===== config.mk =====
export PLATFORM = sky130hd
export DESIGN_NAME = jrx_rx_regs_flat
export DESIGN_NICKNAME = d
export VERILOG_FILES = /design/src/jrx_pkg.sv /design/src/jrx_link_if.sv /design/src/jrx_sample_pick.sv /design/src/jrx_rx_regs.sv /design/src/flat_wrapper.sv
export SDC_FILE = /design/constraint.sdc
export NUM_CORES = 1
export LEC_CHECK = 0
export BUFFER_PORTS_ARGS = -buffer_cell sky130_fd_sc_hd__buf_2
export CAP_MARGIN = 25
export CORE_AREA = 4 4 232 234
export CTS_CLUSTER_DIAMETER = 200
export CTS_CLUSTER_SIZE = 14
export DETAILED_ROUTE_END_ITERATION = 8
export DIE_AREA = 0 0 236 238
export HOLD_SLACK_MARGIN = 0.06
export PLACE_DENSITY = 0.73
export REMOVE_ABC_BUFFERS = 1
export SLEW_MARGIN = 20
export SYNTH_ARGS = -nofsm -noshare
export SYNTH_HDL_FRONTEND = slang
export SYNTH_SLANG_ARGS = --single-unit

===== constraint.sdc =====
create_clock -name i_clk_sys -period 3.4 [get_ports i_clk_sys]
set_input_delay 0.51 -clock i_clk_sys [delete_from_list [all_inputs] [get_ports i_clk_sys]]
set_output_delay 0.51 -clock i_clk_sys [all_outputs]
set_load 0.005 [all_outputs]

===== src/jrx_pkg.sv =====
// Constants shared by both ends of the receive-side link check block.
// Assumes byte-wide registers on a 32-bit APB word, index times four.
// Functional notes
// - Expected sample high byte, read/write, resets zero
// - Result bit 0: zero pass, one fail
// - Software writes 0x01 to setup byte first
// - Mask bit set inverts that lane's bits
// - Lane 0 device number captured, read-only
// - Bank number captured into low nibble
// - Transmitter announces adjust resolution zero
// - Transmitter announces adjust direction, phase request zero
// - Lane identifier in low five bits; receiver capture masks with LANE_ID_MASK and keeps the low seven
// - Scrambling flag shown in bit 7
// - Lane count minus one, five bits
// - Octets per frame minus one: 0,1,3
// - Expected sample low byte, read/write, resets zero
// - Converter and sample index select checked sample
// - Writing clear bit resets the stored result
// - Comparison runs only while enable is set
package jrx_pkg;
	// ----------------------------------------
	// Register indices (byte address is index times four)
	// ----------------------------------------
	localparam logic [11:0] IDX_CHECK_CTRL = 12'h032C;
	localparam logic [11:0] IDX_EXP_LOW = 12'h032D;
	localparam logic [11:0] IDX_EXP_HIGH = 12'h032E;
	localparam logic [11:0] IDX_CHECK_RESULT = 12'h032F;
	localparam logic [11:0] IDX_LINK_SETUP = 12'h0333;
	localparam logic [11:0] IDX_LANE_POLARITY = 12'h0334;
	localparam logic [11:0] IDX_IRQ_STATUS = 12'h0340;
	localparam logic [11:0] IDX_IRQ_MASK = 12'h0341;
	localparam logic [11:0] IDX_RX_DEVICE = 12'h0400;
	localparam logic [11:0] IDX_RX_BANK = 12'h0401;
	localparam logic [11:0] IDX_RX_LANE_ID = 12'h0402;
	localparam logic [11:0] IDX_RX_SCR_L = 12'h0403;
	localparam logic [11:0] IDX_RX_OCTETS = 12'h0404;
	// ----------------------------------------
	// Field positions and values
	// ----------------------------------------
	localparam int CTRL_ENABLE_BIT = 0;
	localparam int CTRL_CLEAR_BIT = 1;
	localparam int CTRL_SAMPLE_LSB = 4;
	localparam int CTRL_CONV_LSB = 2;
	localparam logic [7:0] CTRL_WRITE_MASK = 8'h3F;
	localparam logic [7:0] LANE_ID_MASK = 8'h7F;
	localparam logic [7:0] SCR_L_MASK = 8'h9F;
	localparam logic [7:0] LINK_SETUP_VALUE = 8'h01;
	localparam logic [7:0] RESET_BYTE = 8'h00;
	localparam int IRQ_FAIL_BIT = 0;
	localparam int IRQ_CFG_BIT = 1;
	localparam int IRQ_BITS = 2;
	// ----------------------------------------
	// Link geometry and configuration sequence
	// ----------------------------------------
	localparam int NUM_LANES = 8;
	localparam int LANE_WIDTH = 32;
	localparam int SAMPLE_WIDTH = 16;
	localparam int CFG_OCTETS = 5;
	localparam logic [2:0] CFG_LAST = 3'h4;
	localparam logic [1:0] OCTETS_CODE_FOUR = 2'h3;
endpackage


===== src/jrx_link_if.sv =====
// Link between the transmitter end and the receiver register end.
// Assumes both ends share i_clk_sys; the bench joins the modports.
`timescale 1ns/1ns
interface jrx_link_if;
	import jrx_pkg::*;
	logic [NUM_LANES*LANE_WIDTH-1:0] lane_data;
	logic data_valid;
	logic cfg_start;
	logic cfg_valid;
	modport rx (input lane_data, input data_valid, input cfg_start, input cfg_valid);
	modport tx (output lane_data, output data_valid, output cfg_start, output cfg_valid);
endinterface


===== src/jrx_sample_pick.sv =====
// Selects one received sample and compares it with the reference.
// Assumes the word is already polarity corrected by the caller.
`timescale 1ns/1ns
module jrx_sample_pick #(
	parameter int WORD_W = jrx_pkg::NUM_LANES * jrx_pkg::LANE_WIDTH
) (
	input wire logic i_clk_sys,
	input wire logic i_reset_n,
	input wire logic i_clk_en,
	input wire logic [WORD_W-1:0] i_word,
	input wire logic i_valid,
	input wire logic i_enable,
	input wire logic i_clear,
	input wire logic [1:0] i_conv,
	input wire logic [1:0] i_smp,
	input wire logic [jrx_pkg::SAMPLE_WIDTH-1:0] i_ref,
	output logic o_fail,
	output logic o_fail_event
);
	import jrx_pkg::*;

	typedef struct packed {
		logic fail;
	} jrx_pick_state_t;

	jrx_pick_state_t state_reg;
	jrx_pick_state_t state_next;
	logic [SAMPLE_WIDTH-1:0] picked;
	logic mismatch;

	always_comb begin
		picked = i_word[{i_conv, i_smp}*SAMPLE_WIDTH +: SAMPLE_WIDTH];
		mismatch = i_enable && i_valid && (picked != i_ref);
		state_next = state_reg;
		// Clear is a level: held high it keeps the result at pass
		if (i_clear) begin
			state_next.fail = 1'b0;
		end else if (mismatch) begin
			state_next.fail = 1'b1;
		end
		o_fail_event = state_next.fail && !state_reg.fail;
	end

	always_ff @(posedge i_clk_sys or negedge i_reset_n) begin
		if (!i_reset_n) begin
			state_reg <= '0;
		end else if (i_clk_en) begin
			state_reg <= state_next;
		end
	end

	assign o_fail = state_reg.fail;
endmodule


===== src/jrx_rx_regs.sv =====
// Receiver end: APB register bank, lane polarity, sample check and
// capture of the link parameters announced on lane 0.
// Assumes APB signals synchronous to i_clk_sys; zero wait states while i_clk_en is high.
//
// Implementation choice: the APB register port.
`timescale 1ns/1ns
module jrx_rx_regs (
	input wire logic i_clk_sys,
	input wire logic i_reset_n,
	input wire logic i_clk_en,
	jrx_link_if.rx link,
	input wire logic i_psel,
	input wire logic i_penable,
	input wire logic i_pwrite,
	input wire logic [13:0] i_paddr,
	input wire logic [31:0] i_pwdata,
	output logic [31:0] o_prdata,
	output logic o_pready,
	output logic o_pslverr,
	output logic o_irq,
	output logic o_link_setup_ok,
	output logic [jrx_pkg::NUM_LANES*jrx_pkg::LANE_WIDTH-1:0] o_rx_word,
	output logic o_rx_valid
);
	import jrx_pkg::*;

	localparam int WORD_W = NUM_LANES * LANE_WIDTH;

	typedef struct packed {
		logic [7:0] check_ctrl;
		logic [7:0] exp_low;
		logic [7:0] exp_high;
		logic [7:0] link_setup;
		logic [7:0] polarity;
		logic [7:0] rx_device;
		logic [7:0] rx_bank;
		logic [7:0] rx_lane_id;
		logic [7:0] rx_scr_l;
		logic [7:0] rx_octets;
		logic [IRQ_BITS-1:0] irq_status;
		logic [IRQ_BITS-1:0] irq_mask;
		logic cfg_busy;
		logic [2:0] cfg_idx;
		logic [31:0] prdata;
		logic [WORD_W-1:0] rx_word;
		logic rx_valid;
	} jrx_rx_state_t;

	jrx_rx_state_t state_reg;
	jrx_rx_state_t state_next;
	logic [WORD_W-1:0] fixed_word;
	logic [7:0] cfg_octet;
	logic [7:0] rd_byte;
	logic [11:0] idx;
	logic wr_go;
	logic access;
	logic check_fail;
	logic fail_event;
	logic cfg_done;
	logic [IRQ_BITS-1:0] w1c;

	// ----------------------------------------
	// Helpers
	// ----------------------------------------
	// Inverts every bit of each lane whose mask bit is one
	function automatic logic [WORD_W-1:0] lane_flip(input logic [WORD_W-1:0] data,
		input logic [7:0] mask);
		logic [WORD_W-1:0] res;
		res = data;
		for (int l = 0; l < NUM_LANES; l++) begin
			if (mask[l]) begin
				res[l*LANE_WIDTH +: LANE_WIDTH] = ~data[l*LANE_WIDTH +: LANE_WIDTH];
			end
		end
		return res;
	endfunction

	function automatic logic is_mapped(input logic [11:0] a);
		return a inside {IDX_CHECK_CTRL, IDX_EXP_LOW, IDX_EXP_HIGH, IDX_CHECK_RESULT,
			IDX_LINK_SETUP, IDX_LANE_POLARITY, IDX_IRQ_STATUS, IDX_IRQ_MASK,
			IDX_RX_DEVICE, IDX_RX_BANK, IDX_RX_LANE_ID, IDX_RX_SCR_L, IDX_RX_OCTETS};
	endfunction

	// ----------------------------------------
	// Sample check
	// ----------------------------------------
	jrx_sample_pick #(
		.WORD_W(WORD_W)
	) u_pick (
		.i_clk_sys(i_clk_sys),
		.i_reset_n(i_reset_n),
		.i_clk_en(i_clk_en),
		.i_word(fixed_word),
		.i_valid(link.data_valid),
		.i_enable(state_reg.check_ctrl[CTRL_ENABLE_BIT]),
		.i_clear(state_reg.check_ctrl[CTRL_CLEAR_BIT]),
		.i_conv(state_reg.check_ctrl[CTRL_CONV_LSB +: 2]),
		.i_smp(state_reg.check_ctrl[CTRL_SAMPLE_LSB +: 2]),
		.i_ref({state_reg.exp_high, state_reg.exp_low}),
		.o_fail(check_fail),
		.o_fail_event(fail_event)
	);

	// ----------------------------------------
	// Next state
	// ----------------------------------------
	always_comb begin
		state_next = state_reg;
		fixed_word = lane_flip(link.lane_data, state_reg.polarity);
		cfg_octet = fixed_word[7:0];
		idx = i_paddr[13:2];
		access = i_psel && i_penable;
		wr_go = access && i_pwrite;
		cfg_done = 1'b0;
		w1c = '0;

		// ----------------------------------------
		// Register read
		// ----------------------------------------
		unique case (idx)
			IDX_CHECK_CTRL: rd_byte = state_reg.check_ctrl;
			IDX_EXP_LOW: rd_byte = state_reg.exp_low;
			IDX_EXP_HIGH: rd_byte = state_reg.exp_high;
			IDX_CHECK_RESULT: rd_byte = {7'h00, check_fail};
			IDX_LINK_SETUP: rd_byte = state_reg.link_setup;
			IDX_LANE_POLARITY: rd_byte = state_reg.polarity;
			IDX_IRQ_STATUS: rd_byte = {6'h00, state_reg.irq_status};
			IDX_IRQ_MASK: rd_byte = {6'h00, state_reg.irq_mask};
			IDX_RX_DEVICE: rd_byte = state_reg.rx_device;
			IDX_RX_BANK: rd_byte = state_reg.rx_bank;
			IDX_RX_LANE_ID: rd_byte = state_reg.rx_lane_id;
			IDX_RX_SCR_L: rd_byte = state_reg.rx_scr_l;
			IDX_RX_OCTETS: rd_byte = state_reg.rx_octets;
			default: rd_byte = RESET_BYTE;
		endcase

		// Latched in every selected cycle, so a stretched access still returns fresh data
		if (i_psel) begin
			state_next.prdata = {24'h00_0000, rd_byte};
		end

		// ----------------------------------------
		// Register write
		// ----------------------------------------
		// Writes to read-only or unmapped words change nothing
		if (wr_go) begin
			unique case (idx)
				IDX_CHECK_CTRL: state_next.check_ctrl = i_pwdata[7:0] & CTRL_WRITE_MASK;
				IDX_EXP_LOW: state_next.exp_low = i_pwdata[7:0];
				IDX_EXP_HIGH: state_next.exp_high = i_pwdata[7:0];
				IDX_LINK_SETUP: state_next.link_setup = i_pwdata[7:0];
				IDX_LANE_POLARITY: state_next.polarity = i_pwdata[7:0];
				IDX_IRQ_STATUS: w1c = i_pwdata[IRQ_BITS-1:0];
				IDX_IRQ_MASK: state_next.irq_mask = i_pwdata[IRQ_BITS-1:0];
				default: ;
			endcase
		end

		// ----------------------------------------
		// Lane 0 configuration capture
		// ----------------------------------------
		// Configuration octets arrive on lane 0 one per cfg_valid cycle
		if (link.cfg_start) begin
			state_next.cfg_busy = 1'b1;
			state_next.cfg_idx = '0;
		end else if (state_reg.cfg_busy && link.cfg_valid) begin
			unique case (state_reg.cfg_idx)
				3'h0: state_next.rx_device = cfg_octet;
				3'h1: state_next.rx_bank = cfg_octet;
				3'h2: state_next.rx_lane_id = cfg_octet & LANE_ID_MASK;
				3'h3: state_next.rx_scr_l = cfg_octet & SCR_L_MASK;
				default: state_next.rx_octets = cfg_octet;
			endcase
			state_next.cfg_idx = state_reg.cfg_idx + 3'h1;
			if (state_reg.cfg_idx == CFG_LAST) begin
				state_next.cfg_busy = 1'b0;
				cfg_done = 1'b1;
			end
		end

		// ----------------------------------------
		// Interrupt status
		// ----------------------------------------
		// A new event wins over a clear in the same cycle
		state_next.irq_status = (state_reg.irq_status & ~w1c)
			| {cfg_done, fail_event};

		state_next.rx_word = fixed_word;
		state_next.rx_valid = link.data_valid;
	end

	always_ff @(posedge i_clk_sys or negedge i_reset_n) begin
		if (!i_reset_n) begin
			state_reg <= '0;
		end else if (i_clk_en) begin
			state_reg <= state_next;
		end
	end

	// ----------------------------------------
	// Outputs
	// ----------------------------------------
	assign o_prdata = state_reg.prdata;
	// Stalls while the clock enable is low, so a frozen bank never drops a write
	assign o_pready = access && i_clk_en;
	assign o_pslverr = access && !is_mapped(idx);
	assign o_irq = |(state_reg.irq_status & state_reg.irq_mask);
	// Capture does not wait for this; it only reports the setup byte
	assign o_link_setup_ok = (state_reg.link_setup == LINK_SETUP_VALUE);
	assign o_rx_word = state_reg.rx_word;
	assign o_rx_valid = state_reg.rx_valid;
endmodule


===== src/flat_wrapper.sv =====
// flat-port wrapper written by rule: the top's interface ports become plain ports
module jrx_rx_regs_flat import jrx_pkg::*;
  (i_clk_sys, i_reset_n, i_clk_en, i_psel, i_penable, i_pwrite, i_paddr, i_pwdata, o_prdata, o_pready, o_pslverr, o_irq, o_link_setup_ok, o_rx_word, o_rx_valid, link_lane_data, link_data_valid, link_cfg_start, link_cfg_valid);
  jrx_link_if link_i ();
  input wire logic i_clk_sys;
  input wire logic i_reset_n;
  input wire logic i_clk_en;
  input wire logic i_psel;
  input wire logic i_penable;
  input wire logic i_pwrite;
  input wire logic [13:0] i_paddr;
  input wire logic [31:0] i_pwdata;
  output logic [31:0] o_prdata;
  output logic o_pready;
  output logic o_pslverr;
  output logic o_irq;
  output logic o_link_setup_ok;
  output logic [jrx_pkg::NUM_LANES*jrx_pkg::LANE_WIDTH-1:0] o_rx_word;
  output logic o_rx_valid;
  input wire logic [$bits(link_i.lane_data)-1:0] link_lane_data;
  input wire logic [$bits(link_i.data_valid)-1:0] link_data_valid;
  input wire logic [$bits(link_i.cfg_start)-1:0] link_cfg_start;
  input wire logic [$bits(link_i.cfg_valid)-1:0] link_cfg_valid;
  assign link_i.lane_data = link_lane_data;
  assign link_i.data_valid = link_data_valid;
  assign link_i.cfg_start = link_cfg_start;
  assign link_i.cfg_valid = link_cfg_valid;
  jrx_rx_regs u_core (.i_clk_sys(i_clk_sys), .i_reset_n(i_reset_n), .i_clk_en(i_clk_en), .link(link_i), .i_psel(i_psel), .i_penable(i_penable), .i_pwrite(i_pwrite), .i_paddr(i_paddr), .i_pwdata(i_pwdata), .o_prdata(o_prdata), .o_pready(o_pready), .o_pslverr(o_pslverr), .o_irq(o_irq), .o_link_setup_ok(o_link_setup_ok), .o_rx_word(o_rx_word), .o_rx_valid(o_rx_valid));
endmodule

==> reports/qor.txt <==
R2R depth - 14
Maximum capacitance violations - 0
Met3 usage - 3.074%
Synth warn - 0
Predominant post-synthesis flop cell - dfrtp_1
Post-route ant nets - 0
Relative slew slack - 36.71%
Worst hold start - i_pwdata[7]
Ports - 604
Final setup fails - 0
Final instance area - 24,240 um2
Post-synthesis mux area share - 12.48%
Top post-synthesis cells by area - dfrtp_1 (41%), xnor2_1 (13%), buf_4 (10%), mux2i_1 (8.9%), a21oi_1 (6.2%)
Core box area - 52,020 um2
Post-route DRC - 0
First-pass GRT wire length - 100.5 mm
Number of buffers created by CTS - 28
Count leader, synth - dfrtp_1
Final hold vios - 0
Worst setup margin - 0.1246 ns
Main combinational cell family by area after synthesis - XOR/XNOR gates
Min-Delay Path Class - input port to flip-flop
Post-Synth Adder-Cell Area - 0.2915%
Sequential cell area fraction in the yosys report - 40.70%
Place WS - -0.2112 ns
Initial core utilization - 41.25%
Post-synthesis compound-gate area fraction - 9.533%
Layout cells sized above 1 - 31.16%
Avg WL per Cell - 21.54 um
Arrival time of data at the critical path endpoint - 3.73 ns
Busiest layer in global routing - met2
DRT iter0 DRCs - 1,280
Clk_lat worst skew - 0.57 ns
First-pass DRT Iterations - 7
GRT met1 Usage - 30.84%
Highest Clock Rate - 0.3053 GHz
Max stage delay on crit path - 0.54 ns
Slew @ Worst Pin - 0.9494 ns
Global route overflow - 0
Hold depth - 2
Mapped Avg Cell Area - 9.715 um2
Area Growth Syn to Fin - 12.96%
Yosys top cell area share - 40.70%
CTS tree - built
Die Ht - 238 um
Die area - 56,170 um2
Clock Root Buffer - clkbuf_16
Max Root-Sink Buffers - 3
Synth Area in Simple Gates - 8.250%
Crit. End Element - flip-flop
CP required - 3.85 ns
Fin crit period - 3.275 ns
Run status - finished clean
H-Tree Depth - 1
Flop2flop setup slack - 0.12 ns
Final setup skew - 0.01892 ns
Pin count of the biggest net entering global routing - 188
Gpl congestion - 0.9627
Met2 track demand over resource - 38.79%
Dpl cell area - 23,050 um2
Vias - 16,589
Startpoint types - flip-flop
Worst-path clk slew - 0.07 ns
Nets - 2,782
WS Path Type - flip-flop to flip-flop
Max-slew violations - 0
WHS Endpoint - u_core.state_reg[368]
Netlist cell types - 53
FF-to-FF End - u_core.u_pick.o_fail
RSZ-0062 raised after global routing - yes
VDD IR-drop max - 0.0003271 V
Antenna violations before repair - 14
Synthesized area - 21,460 um2
Die Wd - 236 um
Tcrit/Tclk final - 96.33%
CP Cell Sequence - buf_12, buf_12, buf_4, mux2i_2, mux2i_1, nor4_2, xor2_1, nor4_2, buf_4, a22oi_1, a221o_1, nor4_2, buf_4, o21ai_1
Asr flop ratio synth - 100.0%
Pwr Density - 399.5 nW/um2
Xor and xnor area share after synthesis - 15.26%
Vias per cell - 5.233
Dpl hpwl - 51.10 mm
Max reg flops - 256
Post-synth EDFFs - 0
WL final - 68.30 mm
Setup tns final - 0 ns
Clock sinks - 349
CP max FO - 7
Vias in the first global route - 16,340
Cells after synthesis - 2,209
Slowest CP cell - dfrtp_4
Num rows - 84
Most common library cells after synthesis - dfrtp_1 (349), xnor2_1 (328), buf_4 (292)
GR Util All Layers - 22.76%
Total power - 9.684 mW
Post-synthesis register bit count - 349
P_leak - 10.30 nW
R2R Path Start - u_core.state_reg[373]
IO buf count - 553
Area leader, netlist - dfrtp_1
-- cells in the final DEF (no fill, tap or decap), drive strengths merged, types with 5 or more instances in the layout --
| cell type | n |
|---|---|
| buf | 639 |
| dfrtp | 349 |
| xnor2 | 328 |
| nor2 | 277 |
| a21oi | 265 |
| mux2i | 191 |
| nand2 | 64 |
| o21ai | 50 |
| xor2 | 46 |
| mux2 | 44 |
| clkbuf | 38 |
| conb | 24 |
| nor4 | 19 |
| a22oi | 14 |
| mux4 | 12 |
| diode | 11 |
| nor3 | 11 |
| a222oi | 10 |
| nand3 | 9 |
| a21o | 8 |
| nand3b | 7 |
| nand4 | 7 |
| nor2b | 6 |
| a31oi | 6 |
| ha | 5 |
-- logic make-up after synthesis --
group / Yosys count
flops: 349
xor+xnor: 374
fa+ha+maj: 5
mux: 247
other cells: 1
buf+inv: 443
simple gates: 418
compound gates: 372
-- routing by layer --
| layer | vias up | share of wire (%) |
|---|---|---|
| met5 | - | 0.037 |
| met4 | 4 | 2.8 |
| met3 | 123 | 6.5 |
| met2 | 673 | 49 |
| met1 | 8156 | 42 |
| li1 | 7633 | - |
-- cell type report --
cell class | instances | area (um2)
fill | 4923 | 27780
multi-input combinational | 1440 | 10110
sequential | 349 | 8750
timing repair buffer | 643 | 3726
tap | 688 | 860.8
clock buffer | 35 | 748.2
antenna | 11 | 27.53
inverter | 4 | 15.01
-- worst max path at each step --
stage          slack (ns)                   from                     to  cells past startpoint
2_1_floorplan       -3.03  u_core.state_reg[373]  u_core.state_reg[295]                      9
3_3_place_gp        -0.21  u_core.state_reg[373]   u_core.u_pick.o_fail                     12
3_5_place_dp        -0.21  u_core.state_reg[373]  u_core.state_reg[295]                     12
4_1_cts              0.01  u_core.state_reg[373]  u_core.state_reg[295]                     14
5_1_grt            -0.003  u_core.state_reg[373]   u_core.u_pick.o_fail                     14
6_report             0.12  u_core.state_reg[373]   u_core.u_pick.o_fail                     14
-- critical path, delay by kind of cell (launching register included) --
family,cells,cell delay [ns]
muxes,2,0.34
and+or+nand+nor,3,0.89
AOI/OAI and AO/OA,3,0.43
buffers and inverters,5,0.82
DFF,1,0.54
xor gates and xnor gates,1,0.12
-- timing repair --
action                                  4_1_cts  5_1_grt
resized for setup                             7       29
setup buffers                                 2        9
pin swaps                                     1        8
hold buffers                                  1        0
endpoints found under the setup margin        2        2
gates cloned                                  0        3
endpoints found under the hold margin        73        0
-- per-stage QoR --
step / hold WS, ns / cells / util [%]
floorplan: 0.2144 / 1793 / -
global placement: 0.4575 / 3109 / 44.30
detailed placement: 0.4612 / 3109 / 44.30
CTS: 0.1885 / 3147 / 45.91
global route: 0.2066 / 3167 / 46.58
finish: 0.2207 / 3170 / 46.59
-- where the power goes --
part	total [mW]	switching, mW	internal [mW]
logic	1.76	0.969	0.788
clock network	3.04	1.52	1.52
registers	4.89	0.267	4.62
(Power assumes the default switching activity.)
